$ cat config.mk
export PLATFORM = sky130hd
export DESIGN_NAME = epd_top
export DESIGN_NICKNAME = d
export VERILOG_FILES = /design/src/pkg/epd_pkg.sv /design/src/pkg/epd_div_if.sv /design/src/rtl/epd_top.sv /design/src/rtl/epd_ratio.sv
export SDC_FILE = /design/constraint.sdc
export NUM_CORES = 2
export LEC_CHECK = 0
export BUFFER_PORTS_ARGS = -buffer_cell sky130_fd_sc_hd__buf_2
export CAP_MARGIN = 20
export CELL_PAD_IN_SITES_DETAIL_PLACEMENT = 1
export CELL_PAD_IN_SITES_GLOBAL_PLACEMENT = 2
export CORE_MARGIN = 2
export CORE_UTILIZATION = 36
export DETAILED_ROUTE_END_ITERATION = 16
export GPL_TIMING_DRIVEN = 0
export PLACE_DENSITY_LB_ADDON = 0.1
export SKIP_LAST_GASP = 1
export SYNTH_ARGS = -nofsm -noshare
export SYNTH_HDL_FRONTEND = slang
export SYNTH_SLANG_ARGS = --single-unit
$ cat constraint.sdc
create_clock -name ref_clk -period 7 [get_ports ref_clk]
set_clock_uncertainty 0.15 [all_clocks]
set_input_delay 1.05 -clock ref_clk [delete_from_list [all_inputs] [get_ports ref_clk]]
set_output_delay 1.05 -clock ref_clk [all_outputs]
set_load 0.01 [all_outputs]
$ cat src/pkg/epd_pkg.sv
// constants shared by the encoder pulse divider modules
// assumes one 100 MHz clock and a synchronous active-low reset
package epd_pkg;
    localparam int EPD_W = 31;
    localparam logic [30:0] EPD_MIN_RATE = 31'h0000_0010;
    localparam logic [30:0] EPD_MAX_RATE = 31'h4000_0000;
    localparam logic [30:0] EPD_DEF_RATE = 31'h0000_03e8;
    localparam logic [30:0] EPD_FINE_LIM = 31'h0000_4000;
    localparam logic [30:0] EPD_HIRES_MIN = 31'h0000_8000;
    localparam logic [30:0] EPD_GRID2_LIM = 31'h0000_8000;
    localparam logic [30:0] EPD_GRID4_LIM = 31'h0001_0000;
    localparam logic [30:0] EPD_GRID8_LIM = 31'h0002_0000;
    localparam logic [15:0] EPD_SPEED_LIM = 16'h1770;
    localparam logic [46:0] EPD_SPEED_NUM = 47'h0000_05dd_7700;
    localparam logic [4:0] EPD_DIV_STEPS = 5'h1f;
endpackage

$ cat src/pkg/epd_div_if.sv
// request and answer of the ratio divider
// assumes the master holds operands steady while busy
`timescale 1ns/100ps
interface epd_div_if #(parameter int W = 31);
    logic start;
    logic [W-1:0] dividend;
    logic [W-1:0] divisor;
    logic done;
    logic [W-1:0] quotient;
    logic [W-1:0] remainder;
    modport master (output start, dividend, divisor,
        input done, quotient, remainder);
    modport slave (input start, dividend, divisor,
        output done, quotient, remainder);
endinterface

$ cat src/rtl/epd_top.sv
// encoder pulse divider: encoder counts in, divided quadrature out
// assumes all inputs synchronous to ref_clk; reset stands for power-up
`timescale 1ns/100ps
module epd_top
    import epd_pkg::*;
#(
    parameter int W = 31
)
(
    input wire logic ref_clk,
    input wire logic rst_b,
    input wire logic [epd_pkg::EPD_W-1:0] divider_rate_setting,
    input wire logic factory_default,
    input wire logic [epd_pkg::EPD_W-1:0] enc_resolution,
    input wire logic enc_step,
    input wire logic enc_dir,
    input wire logic [15:0] motor_speed,
    output logic pulse_a,
    output logic pulse_b,
    output logic alarm_setting,
    output logic alarm_overspeed
);
    import epd_pkg::*;
    if (W != EPD_W)
        $error("epd_top: W must equal the 31-bit rate width");

    typedef enum logic [1:0] {ST_LOAD, ST_DIV, ST_RUN} epd_state_e;
    typedef struct packed {
        epd_state_e st;
        logic start;
        logic [EPD_W-1:0] raw;
        logic [EPD_W-1:0] res;
        logic [EPD_W-1:0] rate;
        logic [EPD_W-1:0] n;
        logic [EPD_W-1:0] frac;
        logic [EPD_W-1:0] acc;
        logic [EPD_W-1:0] cnt;
        logic [EPD_W-1:0] per;
        logic [1:0] ph;
        logic pa;
        logic pb;
        logic al_set;
        logic al_ovs;
    } epd_top_s;
    epd_top_s s;
    epd_top_s next_s;
    epd_div_if #(.W(EPD_W)) div_bus ();

    epd_ratio u_ratio (
        .ref_clk(ref_clk),
        .rst_b(rst_b),
        .d(div_bus)
    );

    function automatic logic setting_ok(input logic [EPD_W-1:0] r,
        input logic [EPD_W-1:0] res);
        logic [EPD_W-1:0] mask;
        begin
            mask = '0;
            if (r > EPD_GRID8_LIM)
                mask = 31'h0000_000f;
            else if (r > EPD_GRID4_LIM)
                mask = 31'h0000_0007;
            else if (r > EPD_GRID2_LIM)
                mask = 31'h0000_0003;
            else if (r > EPD_FINE_LIM)
                mask = 31'h0000_0001;
            if (res < EPD_HIRES_MIN)
                mask = '0;
            setting_ok = (r >= EPD_MIN_RATE) && (r <= EPD_MAX_RATE)
                && ((r & mask) == '0);
        end
    endfunction

    // period of the next output step carries the dropped fraction
    function automatic logic frac_carry(input logic [EPD_W-1:0] acc,
        input logic [EPD_W-1:0] frac, input logic [EPD_W-1:0] rate);
        frac_carry = ({1'b0, acc} + {1'b0, frac}) >= {1'b0, rate};
    endfunction

    logic [EPD_W-1:0] eff;
    logic [46:0] speed_x_rate;
    logic carry;
    logic step_fwd;
    logic step_rev;
    always_comb
    begin
        next_s = s;
        next_s.start = 1'b0;
        eff = (s.raw > s.res) ? s.res : s.raw;
        if (eff < EPD_MIN_RATE)
            eff = EPD_MIN_RATE;
        speed_x_rate = 47'(motor_speed) * 47'(s.rate);
        carry = frac_carry(s.acc, s.frac, s.rate);
        step_fwd = 1'b0;
        step_rev = 1'b0;
        case (s.st)
            ST_LOAD:
            begin
                // setting sampled once per power-up only
                next_s.raw = factory_default ? EPD_DEF_RATE
                    : divider_rate_setting;
                next_s.res = enc_resolution;
                next_s.st = ST_DIV;
            end
            ST_DIV:
            begin
                if (!s.start && s.rate == '0)
                begin
                    next_s.rate = eff;
                    next_s.al_set = !setting_ok(s.raw, s.res);
                    next_s.start = 1'b1;
                end
                else if (div_bus.done)
                begin
                    next_s.n = div_bus.quotient;
                    next_s.frac = div_bus.remainder;
                    next_s.per = div_bus.quotient;
                    next_s.st = ST_RUN;
                end
            end
            ST_RUN:
            begin
                if (s.rate <= EPD_FINE_LIM)
                    next_s.al_ovs = motor_speed > EPD_SPEED_LIM;
                else
                    next_s.al_ovs = speed_x_rate > EPD_SPEED_NUM;
                // count encoder steps, emit one output edge per period
                if (enc_step && enc_dir)
                begin
                    if (s.cnt >= s.per - 31'h1)
                    begin
                        step_fwd = 1'b1;
                        next_s.cnt = '0;
                        // uneven periods are the scatter of rates that leave a remainder of res / rate
                        next_s.per = s.n + EPD_W'(carry);
                        next_s.acc = carry ? s.acc + s.frac - s.rate
                            : s.acc + s.frac;
                    end
                    else
                        next_s.cnt = s.cnt + 31'h1;
                end
                else if (enc_step)
                begin
                    // reverse reuses the plain ratio; the fraction is ignored
                    if (s.cnt == '0)
                    begin
                        step_rev = 1'b1;
                        next_s.cnt = s.n - 31'h1;
                    end
                    else
                        next_s.cnt = s.cnt - 31'h1;
                end
                if (step_fwd)
                    next_s.ph = s.ph + 2'h1;
                else if (step_rev)
                    next_s.ph = s.ph - 2'h1;
                next_s.pa = next_s.ph[1];
                next_s.pb = next_s.ph[1] ^ next_s.ph[0];
            end
            default:
                next_s.st = ST_LOAD;
        endcase
    end

    always_ff @(posedge ref_clk)
    begin
        if (!rst_b)
            s <= '0;
        else
            s <= next_s;
    end

    assign div_bus.start = s.start;
    assign div_bus.dividend = s.res;
    assign div_bus.divisor = s.rate;
    assign pulse_a = s.pa;
    assign pulse_b = s.pb;
    assign alarm_setting = s.al_set;
    assign alarm_overspeed = s.al_ovs;
endmodule

$ cat src/rtl/epd_ratio.sv
// sequential restoring divider, one quotient bit per cycle
// assumes operands stable from start to done
`timescale 1ns/100ps
module epd_ratio
    import epd_pkg::*;
(
    input wire logic ref_clk,
    input wire logic rst_b,
    epd_div_if.slave d
);
    typedef struct packed {
        logic busy;
        logic done;
        logic [4:0] cnt;
        logic [EPD_W-1:0] quo;
        logic [EPD_W-1:0] rem;
    } epd_div_s;
    epd_div_s s;
    epd_div_s next_s;
    logic [EPD_W:0] trial;
    always_comb
    begin
        next_s = s;
        next_s.done = 1'b0;
        trial = {s.rem, s.quo[EPD_W-1]} - {1'b0, d.divisor};
        if (!s.busy && d.start)
        begin
            next_s.busy = 1'b1;
            next_s.cnt = EPD_DIV_STEPS;
            next_s.quo = d.dividend;
            next_s.rem = '0;
        end
        else if (s.busy)
        begin
            // quotient bits shift in where dividend bits shift out
            if (!trial[EPD_W])
                next_s.rem = trial[EPD_W-1:0];
            else
                next_s.rem = {s.rem[EPD_W-2:0], s.quo[EPD_W-1]};
            next_s.quo = {s.quo[EPD_W-2:0], ~trial[EPD_W]};
            next_s.cnt = s.cnt - 5'h01;
            if (s.cnt == 5'h01)
            begin
                next_s.busy = 1'b0;
                next_s.done = 1'b1;
            end
        end
    end
    always_ff @(posedge ref_clk)
    begin
        if (!rst_b)
            s <= '0;
        else
            s <= next_s;
    end
    assign d.done = s.done;
    assign d.quotient = s.quo;
    assign d.remainder = s.rem;
endmodule

==> results.toml <==
[run_status]
status = "complete, but fails checks"
violations = "setup timing"

[die]
io-pin-count = 87
fp-row-count = 119
die_h_um = 329
coreArea_sq_um = 105000
die_w_um = 329
dieArea_sq_um = 108000
initial_core_util_pct = 36.2

[global_route]
overflow = 0
grt_pass1_vias = 36000
grt_first_pass_wirelength_um = 229000
track_usage_pct = 27.7
antenna_found_initial = 7
grt_max_degree = 13

[logic_synthesis]
ys.flop_type = "dfxtp_1"
postSynth.asyncResetShare_pct = 0
syn_avg_cell_area_sq_um = 7.84
synth-seq-area-share_pct = 17.1
synth_cell_types = 89
synth_warnings = 0
synth_edf_count = 0
syn_area_sq_um = 38100
synth_cells = 4860
synth_fp_nets = 5632
synth-seq-cells = 325

[placed_design]
dp_slack_ns = -2.00
place_area_sq_um = 40600
numPortBuffers = 86
hpwl_um = 122000
place_congestion = 0.907

[route]
wl_per_cell_um = 23.4
viasPerCell = 5.44
drcViolationCount = 0
drtIter0Drc = 2362
wirelength_um = 152000
antenna_left = 0
dr_total_vias = 35200
drt-pass1-iter-count = 6

[finish]
layout-drive-gt1-share_pct = 11.8
nets = 5824
stdcell_area_sq_um = 44700
fillers = 12700
post-route-util_pct = 42.5
area_delta_synth_final_pct = 17.3

[power_and_ir_drop]
leakage_uw = 0.0197
power_density_nw_per_um2 = 299
vdd_ir_drop_max_uv = 282

[timing]
fmax_mhz = 138
min_period_over_period_pct = 104
tightest_slew_ns = 1.10
fin_ws_ns = -0.247
finalCriticalPeriod_ns = 7.25
whs_ns = 0.317
tns_ns = -0.247
rsz0062_at_grt = "yes"
relSlewSlack_pct = 26.9
slew_viol_final = 0
finalSetupViolCount = 1
hold_viol = 0

[clock_network]
h-tree-depth = 2
holdBufCountCts = 0
clk_latency_ns = 0.59
cts.clk_slew.worst_paths_ns = 0.06
cts.sinks = 325
cts_max_path_buffers = 3
cts_made_buffers = 40
root_buffer = "clkbuf_16"
cts_tree = "built"

[critical_path]
criticalPathCategory = "input port to register"
ff2ff_setup_slack_ns = -0.19
start_kind = "input port"
crit_required_ns = 7.29
critical_path.max_fanout = 5
arrival_ns = 7.53
crit_path_end_kind = "register"
cp_slowest_cell = "fa_1"
cpPeakStageDelay_ns = 0.55
cp_common_cell = "fa_1"
path_delay_family = "adder cells"
critPathBufInv = 9

[flow_run]
maxCapViolCount = 0

[hold_path]
hp-class = "register to register"
[metrics by stage]
step	total power [uW]	std cells
floorplan	7710	4860
global placement	9790	6337
detailed placement	9880	6343
CTS	12900	6438
global route	14400	6473
finish	13400	6479
[cells in the mapped netlist, types with 32 or more instances]
cell | number | area share, %
nor3_1 | 83 | 1.1
clkbuf_1 | 257 | 2.5
a21o_1 | 64 | 1.3
a21oi_1 | 437 | 5.7
o21ai_0 | 219 | 2.9
o21a_1 | 38 | 0.75
nor2_1 | 269 | 2.7
a211oi_1 | 34 | 0.67
nand3b_1 | 32 | 0.63
mux2i_1 | 99 | 2.6
xnor2_1 | 88 | 2.0
nand4_1 | 45 | 0.74
xor2_1 | 77 | 1.8
o211ai_1 | 54 | 1.1
nor4_1 | 46 | 0.76
fa_1 | 407 | 21
nand2_1 | 759 | 7.5
nand3_1 | 89 | 1.2
and2_1 | 224 | 3.7
inv_1 | 579 | 5.7
ha_1 | 282 | 9.3
dfxtp_1 | 325 | 17
[cells by family after synthesis]
| kind of cell | Yosys count | share of synthesized area [%] |
|---|---|---|
| flops | 325 | 17.1 |
| mux | 100 | 2.63 |
| buf+inv | 863 | 8.56 |
| xor+xnor | 165 | 3.79 |
| compound gates | 1029 | 16.3 |
| fa+ha+maj | 689 | 30.7 |
| simple gates | 1689 | 21.0 |
[report_power, final]
part	internal (uW)	switching, uW
logic	3560	5270
registers	1960	231
clock network	1410	928
[routing by layer]
metal	global-route usage, %	routed length, um	up-vias
li1	-	-	16500
met1	40.1	72300	17800
met5	0	0	-
met4	5.07	3060	0
met2	45.3	69500	744
met3	2.19	6940	138
[repair_timing]
item | 4_1_cts | 5_1_grt
pin swaps | 101 | 92
buffers inserted | 39 | 35
gates resized for setup | 414 | 132
gates cloned | 2 | 2
endpoints found under the setup margin | 28 | 43
[tightest hold or removal path: stages, from the launching register on]
cell and delay [ns]:
dfxtp_1 0.32, nand2_1 0.05, a21oi_1 0.05
[worst paths after layout]
check | startpoint | endpoint | cells past startpoint
worst max register to register | div_bus.divisor[2] | alarm_overspeed | 25
worst min register to register | s[102] | s[102] | 2
worst min-delay path | s[102] | s[102] | 2
worst max-delay path | motor_speed[12] | alarm_overspeed | 27
[layout by cell type, fill, tap and decap left out, types with 99 or more instances in the layout]
cell type  Yosys  final
nand2_1      759    748
inv_1        579    556
a21oi_1      437    412
fa_1         407    389
dfxtp_1      325    295
nor2_1       269    265
ha_1         282    258
and2_1       224    214
o21ai_0      219    204
clkbuf_1     257    154
mux2i_1       99     99
[layout make-up]
type / count / area [sq um] / share of cell area (%)
multi-input combinational: 3672 / 29500 / 66.0
sequential: 325 / 6590 / 14.8
inverter: 581 / 2200 / 4.92
buffer: 261 / 1920 / 4.29
tap: 1391 / 1740 / 3.90
timing repair buffer: 171 / 1290 / 2.89
clock buffer: 50 / 1100 / 2.46
clock inverter: 22 / 325 / 0.728
antenna: 6 / 15.0 / 0.0336
[registers in the layout, summed over array words and instances (netlist names)]
name	cells
s	190
div_bus.dividend	31
alarm_setting	1
u_ratio.s	6
alarm_overspeed	1
div_bus.divisor	31
u_ratio.d.done	1
u_ratio.d.remainder	31
pulse_b	1
div_bus.start	1
u_ratio.d.quotient	31
(Power assumes the default switching activity.)
